[src/rtl/lrot_pkg.sv]
/*
 * Shared constants and types for the logical and rotate datapath:
 * operation and operand-form codes, operand location kinds, the per-form
 * instruction length and state table, and the location penalties.
 * Assumes one core clock where one instruction state is one clock cycle.
 */
`default_nettype none

package lrot_pkg;

    localparam int BYTE_W = 4;
    localparam int STATE_W = 6;
    localparam int WAIT_W = 3;
    localparam int DATA_W = 16;

    typedef enum logic [3:0] {
        bitwise_and_op,
        bitwise_or_op,
        bitwise_xor_op,
        zero_working_byte,
        invert_working_byte,
        rotate_left_plain,
        rotate_left_with_carry,
        rotate_right_plain,
        rotate_right_with_carry
    } alu_op_t;

    // Destination first, then source, as in the instruction encodings
    typedef enum logic [4:0] {
        form_acc_imm,
        form_acc_bank,
        form_acc_short,
        form_acc_ptr,
        form_short_acc,
        form_short_imm,
        form_reg_reg,
        form_wreg_wreg,
        form_reg_imm,
        form_wreg_imm,
        form_reg_short,
        form_wreg_short,
        form_reg_long,
        form_wreg_long,
        form_reg_ind_word,
        form_reg_ind_dword,
        form_acc_only
    } form_t;

    localparam int FORM_COUNT = 17;

    typedef enum logic [1:0] {
        loc_internal,
        loc_port,
        loc_sfr,
        loc_external
    } loc_t;

    // Table entry layout: legacy bytes, legacy states, native bytes, states
    localparam int LEG_BYTES_LSB = 12;
    localparam int LEG_STATES_LSB = 8;
    localparam int NAT_BYTES_LSB = 4;
    localparam int NAT_STATES_LSB = 0;

    localparam logic [15:0] FORM_TIMING [FORM_COUNT] = '{
        16'h2121,
        16'h1122,
        16'h2121,
        16'h1223,
        16'h2222,
        16'h3333,
        16'h3221,
        16'h3322,
        16'h4332,
        16'h5443,
        16'h4332,
        16'h4433,
        16'h5342,
        16'h5443,
        16'h4332,
        16'h4433,
        16'h1111
    };

    localparam logic [STATE_W-1:0] PORT_READ_ADD = 6'h01;
    localparam logic [STATE_W-1:0] SFR_READ_ADD = 6'h02;
    localparam logic [STATE_W-1:0] PORT_RMW_ADD = 6'h02;
    localparam logic [STATE_W-1:0] SFR_RMW_ADD = 6'h03;
    localparam logic [STATE_W-1:0] EXT_FIXED_ADD = 6'h02;

    localparam logic [7:0] WORKING_BYTE_RST = 8'h00;

endpackage

`default_nettype wire

[src/rtl/timing_if.sv]
/*
 * Carrier between the datapath and its timing lookup: the operand form,
 * opcode mode, location and wait states go out, length and states return.
 * Assumes both ends sit in the same clock domain; the lookup is pure logic.
 */
`timescale 1ns/1ns
`default_nettype none

interface timing_if;
    import lrot_pkg::*;

    form_t form;
    logic native;
    loc_t loc;
    logic [WAIT_W-1:0] waits;
    logic [BYTE_W-1:0] bytes;
    logic [STATE_W-1:0] states;

    modport requester (output form, native, loc, waits, input bytes, states);
    modport lookup (input form, native, loc, waits, output bytes, states);
endinterface

`default_nettype wire

[src/rtl/instr_timing.sv]
/*
 * Instruction length and state count for a logical or rotate instruction,
 * including port, peripheral register and external memory penalties.
 * Assumes the caller presents a stable form, mode, location and wait count.
 */
`timescale 1ns/1ns
`default_nettype none

module instr_timing
    import lrot_pkg::*;
(
    timing_if.lookup tim
);

    logic [15:0] entry_w;
    logic [BYTE_W-1:0] base_states_w;
    logic short_read_w;
    logic short_rmw_w;
    logic ext_byte_w;
    logic ext_word_w;
    logic [STATE_W-1:0] short_add_w;
    logic [STATE_W-1:0] ext_once_w;
    logic [STATE_W-1:0] ext_add_w;

    assign entry_w = FORM_TIMING[tim.form];
    assign tim.bytes = tim.native ? entry_w[NAT_BYTES_LSB +: BYTE_W]
                                  : entry_w[LEG_BYTES_LSB +: BYTE_W];
    assign base_states_w = tim.native ? entry_w[NAT_STATES_LSB +: BYTE_W]
                                      : entry_w[LEG_STATES_LSB +: BYTE_W];

    // Only the byte-wide short direct forms, not form_wreg_short, can reach ports or peripheral registers
    assign short_read_w = (tim.form == form_acc_short)
                       || (tim.form == form_reg_short);
    assign short_rmw_w = (tim.form == form_short_acc)
                      || (tim.form == form_short_imm);
    assign ext_byte_w = (tim.form == form_reg_long)
                     || (tim.form == form_reg_ind_word)
                     || (tim.form == form_reg_ind_dword);
    assign ext_word_w = (tim.form == form_wreg_long);

    assign short_add_w =
        (short_read_w && tim.loc == loc_port) ? PORT_READ_ADD :
        (short_read_w && tim.loc == loc_sfr) ? SFR_READ_ADD :
        (short_rmw_w && tim.loc == loc_port) ? PORT_RMW_ADD :
        (short_rmw_w && tim.loc == loc_sfr) ? SFR_RMW_ADD : 6'h00;

    assign ext_once_w = {3'h0, tim.waits} + EXT_FIXED_ADD;
    // Word operand costs two byte accesses on the external bus
    assign ext_add_w = (tim.loc != loc_external) ? 6'h00 :
                       ext_byte_w ? ext_once_w :
                       ext_word_w ? {ext_once_w[4:0], 1'b0} : 6'h00;

    assign tim.states = {2'h0, base_states_w} + short_add_w + ext_add_w;

endmodule

`default_nettype wire

[src/rtl/logic_rotate_alu.sv]
/*
 * Execution datapath for logical and rotate instructions. Holds the
 * working byte and carry, status flags, and counts out each instruction's
 * states before committing its result.
 * Assumes the sequencer drives requests on the core clock, supplies the
 * destination and source operand values, and stores dest_wr_o results.
 */
`timescale 1ns/1ns
`default_nettype none

module logic_rotate_alu
    import lrot_pkg::*;
(
    input wire logic clk_i,
    input wire logic sys_rst_i,
    input wire logic start_i,
    input wire alu_op_t op_i,
    input wire form_t form_i,
    input wire logic native_mode_i,
    input wire loc_t loc_i,
    input wire logic [WAIT_W-1:0] wait_states_i,
    input wire logic [DATA_W-1:0] dest_data_i,
    input wire logic [DATA_W-1:0] src_data_i,
    output logic busy_o,
    output logic done_o,
    output logic dest_wr_o,
    output logic [DATA_W-1:0] result_o,
    output logic [7:0] working_byte_o,
    output logic carry_flag_o,
    output logic zero_flag_o,
    output logic neg_flag_o,
    output logic [BYTE_W-1:0] instr_bytes_o,
    output logic [STATE_W-1:0] instr_states_o
);

    timing_if tim ();

    alu_op_t op_r;
    form_t form_r;
    logic [DATA_W-1:0] dst_r;
    logic [DATA_W-1:0] src_r;
    logic [STATE_W-1:0] cnt_r;
    logic [7:0] working_byte_r;
    logic carry_flag_r;
    logic zero_flag_r;
    logic neg_flag_r;
    logic done_r;
    logic dest_wr_r;
    logic [DATA_W-1:0] result_r;
    logic [BYTE_W-1:0] bytes_r;
    logic [STATE_W-1:0] states_r;
    logic [STATE_W-1:0] elapsed_r;

    logic accept_w;
    logic commit_w;
    logic unary_in_w;
    logic is_logic_w;
    logic acc_dest_w;
    logic word_w;
    logic reg_dest_w;
    logic [DATA_W-1:0] dst_sel_w;
    logic [DATA_W-1:0] src_sel_w;
    logic [DATA_W-1:0] logic_res_w;
    logic [DATA_W-1:0] res_w;
    logic [7:0] unary_w;
    logic [7:0] acc_nxt;
    logic carry_nxt;

    instr_timing u_timing (
        .tim(tim)
    );

    // Clear, complement and rotates always use the single-byte form
    assign unary_in_w = (op_i != bitwise_and_op) && (op_i != bitwise_or_op)
                     && (op_i != bitwise_xor_op);
    assign tim.form = unary_in_w ? form_acc_only : form_i;
    assign tim.native = native_mode_i;
    assign tim.loc = loc_i;
    assign tim.waits = wait_states_i;

    assign busy_o = (cnt_r != 6'h00);
    assign accept_w = start_i && !busy_o;
    assign commit_w = (cnt_r == 6'h01);

    assign is_logic_w = (op_r == bitwise_and_op) || (op_r == bitwise_or_op)
                     || (op_r == bitwise_xor_op);
    assign acc_dest_w = (form_r == form_acc_imm) || (form_r == form_acc_bank)
                     || (form_r == form_acc_short)
                     || (form_r == form_acc_ptr)
                     || (form_r == form_acc_only);
    assign word_w = (form_r == form_wreg_wreg) || (form_r == form_wreg_imm)
                 || (form_r == form_wreg_short)
                 || (form_r == form_wreg_long);
    assign reg_dest_w = !acc_dest_w && (form_r != form_short_acc)
                     && (form_r != form_short_imm);

    // Short direct destination with working byte source (form_short_acc) combines the working byte in as source
    assign dst_sel_w = acc_dest_w ? {8'h00, working_byte_r} : dst_r;
    assign src_sel_w = (form_r == form_short_acc) ? {8'h00, working_byte_r}
                                                  : src_r;

    assign logic_res_w = (op_r == bitwise_and_op) ? (dst_sel_w & src_sel_w) :
                         (op_r == bitwise_or_op) ? (dst_sel_w | src_sel_w) :
                         (dst_sel_w ^ src_sel_w);
    assign res_w = word_w ? logic_res_w : {8'h00, logic_res_w[7:0]};

    assign unary_w =
        (op_r == zero_working_byte) ? 8'h00 :
        (op_r == invert_working_byte) ? ~working_byte_r :
        (op_r == rotate_left_plain) ?
            {working_byte_r[6:0], working_byte_r[7]} :
        (op_r == rotate_left_with_carry) ?
            {working_byte_r[6:0], carry_flag_r} :
        (op_r == rotate_right_plain) ?
            {working_byte_r[0], working_byte_r[7:1]} :
            {carry_flag_r, working_byte_r[7:1]};

    assign acc_nxt = is_logic_w ? res_w[7:0] : unary_w;
    assign carry_nxt =
        (op_r == rotate_left_with_carry) ? working_byte_r[7] :
        (op_r == rotate_right_with_carry) ? working_byte_r[0] :
        carry_flag_r;

    always_ff @(posedge clk_i) begin
        if (sys_rst_i) begin
            op_r <= bitwise_and_op;
            form_r <= form_acc_only;
            dst_r <= 16'h0000;
            src_r <= 16'h0000;
            bytes_r <= 4'h0;
            states_r <= 6'h00;
        end else if (accept_w) begin
            op_r <= op_i;
            form_r <= tim.form;
            dst_r <= dest_data_i;
            src_r <= src_data_i;
            bytes_r <= tim.bytes;
            states_r <= tim.states;
        end
    end

    // One clock cycle per instruction state; commit on the last one
    always_ff @(posedge clk_i) begin
        if (sys_rst_i) begin
            cnt_r <= 6'h00;
        end else if (accept_w) begin
            cnt_r <= tim.states;
        end else if (busy_o) begin
            cnt_r <= cnt_r - 6'h01;
        end
    end

    always_ff @(posedge clk_i) begin
        if (sys_rst_i) begin
            working_byte_r <= WORKING_BYTE_RST;
            carry_flag_r <= 1'b0;
        end else if (commit_w && acc_dest_w) begin
            working_byte_r <= acc_nxt;
            carry_flag_r <= carry_nxt;
        end
    end

    // Memory destinations are not flagged, matching the accumulator forms
    always_ff @(posedge clk_i) begin
        if (sys_rst_i) begin
            zero_flag_r <= 1'b0;
            neg_flag_r <= 1'b0;
        end else if (commit_w && is_logic_w && reg_dest_w) begin
            zero_flag_r <= (res_w == 16'h0000);
            neg_flag_r <= word_w ? res_w[15] : res_w[7];
        end
    end

    always_ff @(posedge clk_i) begin
        if (sys_rst_i) begin
            done_r <= 1'b0;
            dest_wr_r <= 1'b0;
            result_r <= 16'h0000;
        end else begin
            done_r <= commit_w;
            dest_wr_r <= commit_w && !acc_dest_w;
            if (commit_w) begin
                result_r <= acc_dest_w ? {8'h00, acc_nxt} : res_w;
            end
        end
    end

    // Helper for checking that an instruction lasts exactly its states
    always_ff @(posedge clk_i) begin
        if (sys_rst_i) begin
            elapsed_r <= 6'h00;
        end else if (accept_w) begin
            elapsed_r <= 6'h00;
        end else if (busy_o) begin
            elapsed_r <= elapsed_r + 6'h01;
        end
    end

    assign done_o = done_r;
    assign dest_wr_o = dest_wr_r;
    assign result_o = result_r;
    assign working_byte_o = working_byte_r;
    assign carry_flag_o = carry_flag_r;
    assign zero_flag_o = zero_flag_r;
    assign neg_flag_o = neg_flag_r;
    assign instr_bytes_o = bytes_r;
    assign instr_states_o = states_r;

    a_imm_acc_timing: assert property (@(posedge clk_i) disable iff (sys_rst_i)
        accept_w && tim.form == form_acc_imm
        |=> bytes_r == 4'h2 && states_r == 6'h01 ##1 done_o)
        else $error("immediate to working byte timing wrong");

    a_bank_mode_cost: assert property (@(posedge clk_i) disable iff (sys_rst_i)
        accept_w && tim.form == form_acc_bank
        |-> tim.states == (native_mode_i ? 6'h02 : 6'h01)
            && tim.bytes == (native_mode_i ? 4'h2 : 4'h1))
        else $error("bank register form cost wrong");

    a_ptr_states: assert property (@(posedge clk_i) disable iff (sys_rst_i)
        accept_w && tim.form == form_acc_ptr
        |-> tim.states == (native_mode_i ? 6'h03 : 6'h02))
        else $error("pointer indirect state count wrong");

    a_reg_pair_cost: assert property (@(posedge clk_i) disable iff (sys_rst_i)
        accept_w && tim.form == form_reg_reg
        |-> tim.bytes == (native_mode_i ? 4'h2 : 4'h3)
            && tim.states == (native_mode_i ? 6'h01 : 6'h02))
        else $error("byte register pair cost wrong");

    a_port_read_add: assert property (@(posedge clk_i) disable iff (sys_rst_i)
        accept_w && tim.form == form_acc_short && loc_i == loc_port
        |-> tim.states == 6'h02)
        else $error("port read penalty wrong");

    a_rmw_sfr_add: assert property (@(posedge clk_i) disable iff (sys_rst_i)
        accept_w && tim.form == form_short_acc && loc_i == loc_sfr
        |-> tim.states == 6'h05 ##2 busy_o ##3 done_o && dest_wr_o)
        else $error("peripheral read-modify-write penalty wrong");

    a_ext_byte_add: assert property (@(posedge clk_i) disable iff (sys_rst_i)
        accept_w && tim.form == form_reg_long && loc_i == loc_external
        && !native_mode_i
        |-> tim.states == {3'h0, wait_states_i} + 6'h05)
        else $error("external byte penalty wrong");

    a_ext_word_add: assert property (@(posedge clk_i) disable iff (sys_rst_i)
        accept_w && tim.form == form_wreg_long && loc_i == loc_external
        && native_mode_i
        |-> tim.states == {2'h0, wait_states_i, 1'b0} + 6'h07)
        else $error("external word penalty wrong");

    a_done_after_states: assert property (@(posedge clk_i) disable iff (sys_rst_i)
        commit_w |-> elapsed_r + 6'h01 == states_r ##1 done_o && !busy_o)
        else $error("instruction length in states wrong");

    a_rlc_through_carry: assert property (@(posedge clk_i) disable iff (sys_rst_i)
        done_o && op_r == rotate_left_with_carry
        |-> carry_flag_o == $past(working_byte_o[7])
            && working_byte_o == {$past(working_byte_o[6:0]),
                                  $past(carry_flag_o)})
        else $error("rotate left through carry wrong");

    a_rrc_through_carry: assert property (@(posedge clk_i) disable iff (sys_rst_i)
        done_o && op_r == rotate_right_with_carry
        |-> carry_flag_o == $past(working_byte_o[0])
            && working_byte_o == {$past(carry_flag_o),
                                  $past(working_byte_o[7:1])})
        else $error("rotate right through carry wrong");

    a_plain_keeps_carry: assert property (@(posedge clk_i) disable iff (sys_rst_i)
        done_o && !is_logic_w && op_r != rotate_left_with_carry
        && op_r != rotate_right_with_carry
        |-> $stable(carry_flag_o) && instr_states_o == 6'h01)
        else $error("plain byte operation touched carry");

    a_reg_flags: assert property (@(posedge clk_i) disable iff (sys_rst_i)
        done_o && is_logic_w && reg_dest_w
        |-> zero_flag_o == (result_o == 16'h0000) && $stable(carry_flag_o))
        else $error("register logical flags wrong");

endmodule

`default_nettype wire

[config.mk]
export PLATFORM = sky130hd
export DESIGN_NAME = logic_rotate_alu
export DESIGN_NICKNAME = d
export VERILOG_FILES = /design/src/rtl/lrot_pkg.sv /design/src/rtl/timing_if.sv /design/src/rtl/instr_timing.sv /design/src/rtl/logic_rotate_alu.sv
export SDC_FILE = /design/constraint.sdc
export NUM_CORES = 1
export LEC_CHECK = 0
export BUFFER_PORTS_ARGS = -buffer_cell sky130_fd_sc_hd__buf_2
export CORE_UTILIZATION = 57
export CTS_CLUSTER_SIZE = 8
export DETAILED_ROUTE_END_ITERATION = 7
export PLACE_DENSITY = 0.8
export SETUP_SLACK_MARGIN = 0.2
export SLEW_MARGIN = 20
export SYNTH_ARGS = -nofsm -noshare
export SYNTH_HDL_FRONTEND = slang
export SYNTH_SLANG_ARGS = --single-unit
[constraint.sdc]
create_clock -name clk_i -period 4.1 [get_ports clk_i]
set_input_delay 0.205 -clock clk_i [delete_from_list [all_inputs] [get_ports clk_i]]
set_output_delay 0.205 -clock clk_i [all_outputs]
set_load 0.02 [all_outputs]
Word-level counts from Yosys, hierarchy flattened
Memory sizes are Yosys's and may differ from the RTL's.
Index checks and enable logic that the tools add are counted.
{"block": "op_classes", "addsub": 4, "magnitude_cmp": 1, "n_eq_ne": 33, "muxes": 29, "bitwise": 5, "n_reduce_logical": 36}
{"operator": "16-bit 2-to-1 mux", "count": 8}
{"operator": "6-bit 2-to-1 mux", "count": 8}
{"operator": "8-bit 2-to-1 mux", "count": 6}
{"operator": "5-bit by 4-bit == test with 1-bit output, second input constant", "count": 8}
{"operator": "5-bit by 3-bit == test with 1-bit output, second input constant", "count": 4}
{"operator": "16-bit bitwise AND", "count": 1}
{"operator": "4-bit by 3-bit == test with 1-bit output, second input constant", "count": 4}
{"operator": "16-bit logical NOT", "count": 1}
{"operator": "16-bit bitwise OR", "count": 1}
{"operator": "16-bit XOR", "count": 1}
{"operator": "5-bit by 2-bit == test with 1-bit output, second input constant", "count": 3}
{"operator": "1-bit logical AND", "count": 13}
{"operator": "1-bit logical OR", "count": 13}
{"operator": "5-bit by 3-bit != test with 1-bit output, second input constant", "count": 2}
{"operator": "4-bit by 2-bit == test with 1-bit output, second input constant", "count": 2}
{"operator": "4-bit 2-to-1 mux", "count": 2}
{"operator": "8-bit inverter", "count": 1}
{"operator": "4-bit by 6-bit adder with 6-bit output", "count": 1}
{"operator": "6-bit adder", "count": 1}
{"operator": "6-bit by 1-bit == test with 1-bit output, second input constant", "count": 1}
{"operator": "6-bit greater-or-equal comparator, second input constant", "count": 1}
{"operator": "5-bit inverter with 6-bit output", "count": 1}
{"operator": "6-bit nonzero test", "count": 1}
{"operator": "6-bit by 1-bit subtractor with 6-bit output, second input constant", "count": 1}
{"operator": "other kinds (19)", "count": 23}
{"block": "word_totals", "regBits": 86, "mem_bits_ro": 512, "inputBits": 50, "output_inout_bits": 40, "elab_cells": 123, "memories": 1}
{"memory": "(no name shown)", "depth": 32, "width": 16, "read_ports": 1, "rd_clocked_by_memory_dff": 0, "wr": 0, "line": "instr_timing.sv:25", "text": "assign entry_w = FORM_TIMING[tim.form];"}

Depth between registers and ports, before layout
{"block": "depth", "depth_word": 14, "mapped_depth": 19, "ltp_nobuf": 19}

By module
From an unflattened synthesis, not the netlist that was laid out.
{"block": "hier_totals", "cells_unflattened": 712, "area_unflattened_um2": 5526.6}
{"module": "logic_rotate_alu", "instances": 1, "cells_each": 619, "area_each_um2": 4850.9, "seq_area_each_um2": 1721.7}
{"module": "instr_timing", "instances": 1, "cells_each": 93, "area_each_um2": 675.6, "seq_area_each_um2": 0.0}

Least setup slack after synthesis
OpenSTA, ideal clock, no wires.
{"block": "synth_timing", "path_kind": "input -> register", "startpoint": "input op_i[1]", "endpoint": "register cnt_r[2]", "setup_time_ps": 65, "arrival_ps": 3476, "required_ps": 4035, "path_slack_ps": 559, "path_stages": 17, "path_buffers": 0, "cell_sequence": "a211oi_4 -> nand2_1 -> inv_1 -> ha_1 -> nor2_1 -> or4_1 -> nor3b_1 -> nor2_1 -> fa_1 -> inv_1 -> ha_1 -> fa_1 -> nand2_1 -> nand2_1 -> o21ai_0 -> mux2_2 -> nor2_1"}
{"block": "synth_between", "elab_chain_len": 14, "elab_cells_between_ends": 37, "cone_classes": "add/sub: 2; eq/ne: 10; mux: 12; bitwise: 1; reduce/logical: 11; memory: 1"}
{"item": "from (decl)", "line": "logic_rotate_alu.sv:17", "text": "input wire alu_op_t op_i,"}
{"item": "4-bit by 1-bit != test with 1-bit output or 4-bit nonzero test (tied branches)", "line": "logic_rotate_alu.sv:74", "text": "assign unary_in_w = (op_i != bitwise_and_op) && (op_i != bitwise_or_op)"}
{"item": "1-bit logical AND", "line": "logic_rotate_alu.sv:74"}
{"item": "1-bit logical AND (*)", "line": "logic_rotate_alu.sv:75", "text": "&& (op_i != bitwise_xor_op);"}
{"item": "5-bit 2-to-1 mux (*)", "line": "logic_rotate_alu.sv:76", "text": "assign tim.form = unary_in_w ? form_acc_only : form_i;"}
{"item": "via tim.form[0]", "line": "timing_if.sv:12", "text": "form_t form;"}
{"item": "branches (longest 8 deep; another with memory read 32 x 16 bit)"}
{"item": "6-bit adder (*)", "line": "instr_timing.sv:53", "text": "assign tim.states = {2'h0, base_states_w} + short_add_w + ext_add_w;"}
{"item": "via tim.states[2]", "line": "timing_if.sv:17", "text": "logic [STATE_W-1:0] states;"}
{"item": "6-bit 2-to-1 mux (*)", "line": "logic_rotate_alu.sv:146", "text": "end else if (accept_w) begin"}
{"item": "to (signal assigned)", "line": "logic_rotate_alu.sv:147", "text": "cnt_r <= tim.states;"}
{"item": "to (signal assigned)", "line": "logic_rotate_alu.sv:149", "text": "cnt_r <= cnt_r - 6'h01;"}
{"item": "to (decl)", "line": "logic_rotate_alu.sv:42", "text": "logic [STATE_W-1:0] cnt_r;"}
Mark *: on every way through the listed nets, which the timed path passes. The select of a mux whose other input is x is not followed.
A chain may end at the register's enable or synchronous reset.

Worst setup path after layout
Ends and elaborated chain as after synthesis.

==> results by group <==
Placement
  – GPL Wtd Cong: between 0.9 and 1
  – PortBufs: 88
  – Post-DP HPWL: between 9 and 10 mm

Hold path
  – Hold Startpoint: src_data_i[11]
  – HP Class: in2reg

Synthesis
  – Synth Register Bits: between 80 and 90
  – Mapped cell area: 5369 um^2
  – Mean Syn Cell Area: 7.509 um^2
  – Post-synthesis async set-or-reset flop share: 0%
  – Post-synth top area share: 31.69%
  – Sequential element share of the synthesized area: 31.69%
  – Syn nets: about 800
  – Top FF cell, synth: dfxtp_1
  – Gate count after technology mapping: 715
  – Area leader, netlist: dfxtp_1
  – Yosys warns: 0
  – Number of distinct library cells after synthesis: 59
  – Top cells by area, synth: dfxtp_1 32%, ha_1 10%, nand2_1 9.4%
  – EDFF count, synth: 0

Setup path
  – Crit-path cells: buf_2 -> a211oi_4 -> nand2_1 -> inv_1 -> ha_1 -> nor2_1 -> or4_1 -> nor3b_1 -> nor2_1 -> fa_1 -> inv_1 -> ha_1 -> fa_1 -> nand2_1 -> nand2_1 -> o21ai_0 -> mux2_2 -> nor2_1
  – Slowest stage cell, crit path: fa_1
  – CP required: 4.39 ns
  – Setup crit end kind: flop
  – WS Path Type: in2reg
  – Slowest Stage Delay on Critical Path: 0.51 ns
  – Largest delay share family, worst path: adder cells
  – WP data arrival: 3.95 ns
  – CP Max Fanout: 5
  – Critical path launch point type: input pin
  – Worst Path Buf+Inv: 3
  – CP startpoint: op_i[1]
  – Crit Reg-Reg Startpoint: form_r[4]

STA
  – Worst Tran Pin Value: 1.082 ns
  – Slew Viols, Final: 0
  – Hold WS: about 0.079 ns
  – Sum Neg Setup Slack: 0 ns
  – RSZ-0062 raised after global routing: no
  – Slew HR: 27.65%
  – Fmax: 273.0 MHz
  – Hold Violations, Final: 0
  – # setup viols final: 0
  – Fin crit period: between 3 and 4 ns
  – Clock skew: 0.01409 ns
  – Share of the clock period used by the worst path: 89.33%

Die
  – IO Pins: 90
  – Die Width: 99.05 um
  – Initial Util: 58.38%
  – Core box area: a little over 9000 um^2
  – Die height: 99.05 um
  – # rows: 35
  – Die area: 9811 um^2

Clock network
  – CTS H-Tree Depth: 3
  – Hold-fix buffers, CTS: 0
  – CTS clk-pin slew, worst paths: 0.09 ns
  – Clock tree root driver cell: clkbuf_8
  – Cts bufs inserted: 9
  – CTS tree: built
  – Clock Latency Late Sink: 0.36 ns
  – Setup Buffers After CTS: 0
  – Clock Path Buffers: 2
  – CTS Sinks: 85
  – Post-CTS Resized: 0

Flow run
  – Max Cap Violations: 0

Global routing
  – Pin count of the biggest net entering global routing: 60
  – Antenna violations before repair: 0
  – Vias in the first global route: 4848
  – Grt ovf: 0
  – Total GRT Usage: between 20% and 30%
  – Global-route wire length before repair: 21.98 mm

Cells and area
  – Commonest non-fill, non-tap cell in the layout: nand2_1
  – Most frequent cells in the layout: 134 x nand2_1, 88 x buf_2, 85 x dfxtp_1, 82 x a21oi_1, 60 x nor2_1
  – P&R area growth vs syn: 13.00%
  – # diodes: 0
  – Ratio of cells with drive above 1 in the final layout: 15.49%
  – Nets: 873

Detailed routing
  – DRT antenna net count: 0
  – Vias per cell: 5.788
  – TritonRoute pass-1 iters: 5
  – Routed len/inst: roughly 15 um
  – Residual DRC: 0
  – Detailed Route Iter0 Violations: 238
  – DR vias: 5163
  – Final WL: between 10 and 15 mm

Outcome
  – Outcome: finished, final reports clean

Power and ir drop
  – Power Dens Cells: around 560 nW/um^2
  – Max rail drop VDD: 305.5 uV
  – Sw Share: 42.40%
  – Combinational fraction of design power: a little over two fifths
  – Leak: 2.861 nW
  – Internal power: a little under 2 mW
  – Clock Power Share: 21.3%
  – Switching power: 1.441 mW
  – Sequential group share of total power: a little over a third
-- state kept, by name, summed over array words and instances, names as in the netlist --
register / cells
working_byte_o: 8
dest_wr_o: 1
done_o: 1
dst_r: 16
carry_flag_o: 1
instr_states_o: 6
result_o: 16
op_r: 4
form_r: 5
zero_flag_o: 1
instr_bytes_o: 3
neg_flag_o: 1
src_r: 16
cnt_r: 6
-- power groups by stage --
stage / clock network (mW) / registers (mW) / logic, mW
2_1_floorplan: 0 / 1.23 / 1.05
3_3_place_gp: 0 / 1.20 / 1.41
3_5_place_dp: 0 / 1.21 / 1.46
4_1_cts: 0.733 / 1.19 / 1.46
5_1_grt: 0.778 / 1.22 / 1.66
6_report: 0.725 / 1.20 / 1.48
-- worst min-delay path: cells and delay by family --
kind	cells	cell delay, ns
buf+inv	1	0.10
simple gates	1	0.05
compound gates	1	0.05
-- area by class of cell --
cell class	instances	area [um^2]
tap	111	138.9
timing repair buffer	95	493.0
clock buffer	11	141.4
multi-input combinational	537	3304
inverter	48	180.2
clock inverter	5	107.6
sequential	85	1702
fill	788	3129
-- kinds of logic (layout without fill, tap and decap cells) --
family | after synthesis | count (layout) | synth area share, %
AOI/OAI and AO/OA | 162 | 162 | 18.06
xor gates and xnor gates | 6 | 6 | 0.9788
adders and majority gates | 47 | 47 | 11.37
buffers and inverters | 93 | 159 | 6.875
DFF | 85 | 85 | 31.69
muxes | 36 | 36 | 6.758
other | 1 | 1 | 0.06985
and+or+nand+nor | 285 | 285 | 24.19
-- final timing paths --
check / slack, ns / cells past startpoint / to
max: 0.44 / 18 / cnt_r[2]
min: 0.08 / 3 / src_r[11]
max reg2reg: 1.03 / 11 / result_o[0]
min reg2reg: 0.45 / 2 / dst_r[9]
-- per-stage QoR --
| step | total power, mW | area (um^2) | utilization (%) | worst slack, ns | std cells |
|---|---|---|---|---|---|
| after global placement | 2.609 | 5818 | 63.27 | 0.2919 | 876 |
| final | 3.398 | 6067 | 65.97 | 0.4374 | 892 |
| after detailed placement | 2.665 | 5818 | 63.27 | 0.1190 | 876 |
| after global routing | 3.654 | 6067 | 65.97 | 0.2615 | 892 |
| after floorplan | 2.283 | 5369 | - | 0.5587 | 715 |
| after CTS | 3.387 | 6067 | 65.97 | 0.4823 | 892 |
-- Yosys cell counts (all sizes together) (5+ instances only) --
library cell,instances
a21oi,82
nor2b,6
a221oi,6
nand3b,5
inv,48
nand3,10
and2,8
a31oi,5
o21ai,25
ha,44
nand2,135
mux2i,34
a211oi,10
nand2b,9
nor3,27
o22ai,10
buf,17
dfxtp,85
nor2,61
clkbuf,28
-- metal layers --
layer	up-vias	global-route usage [%]	wire length, um	part of all wire (%)
met3	18	3.333	756	5.8
met5	-	0	0	0
met4	0	8.937	166	1.3
met1	2391	35.95	5959	45
met2	186	47.50	6236	48
li1	2568	-	-	-
Note: power is estimated with default switching activity, not from simulation.
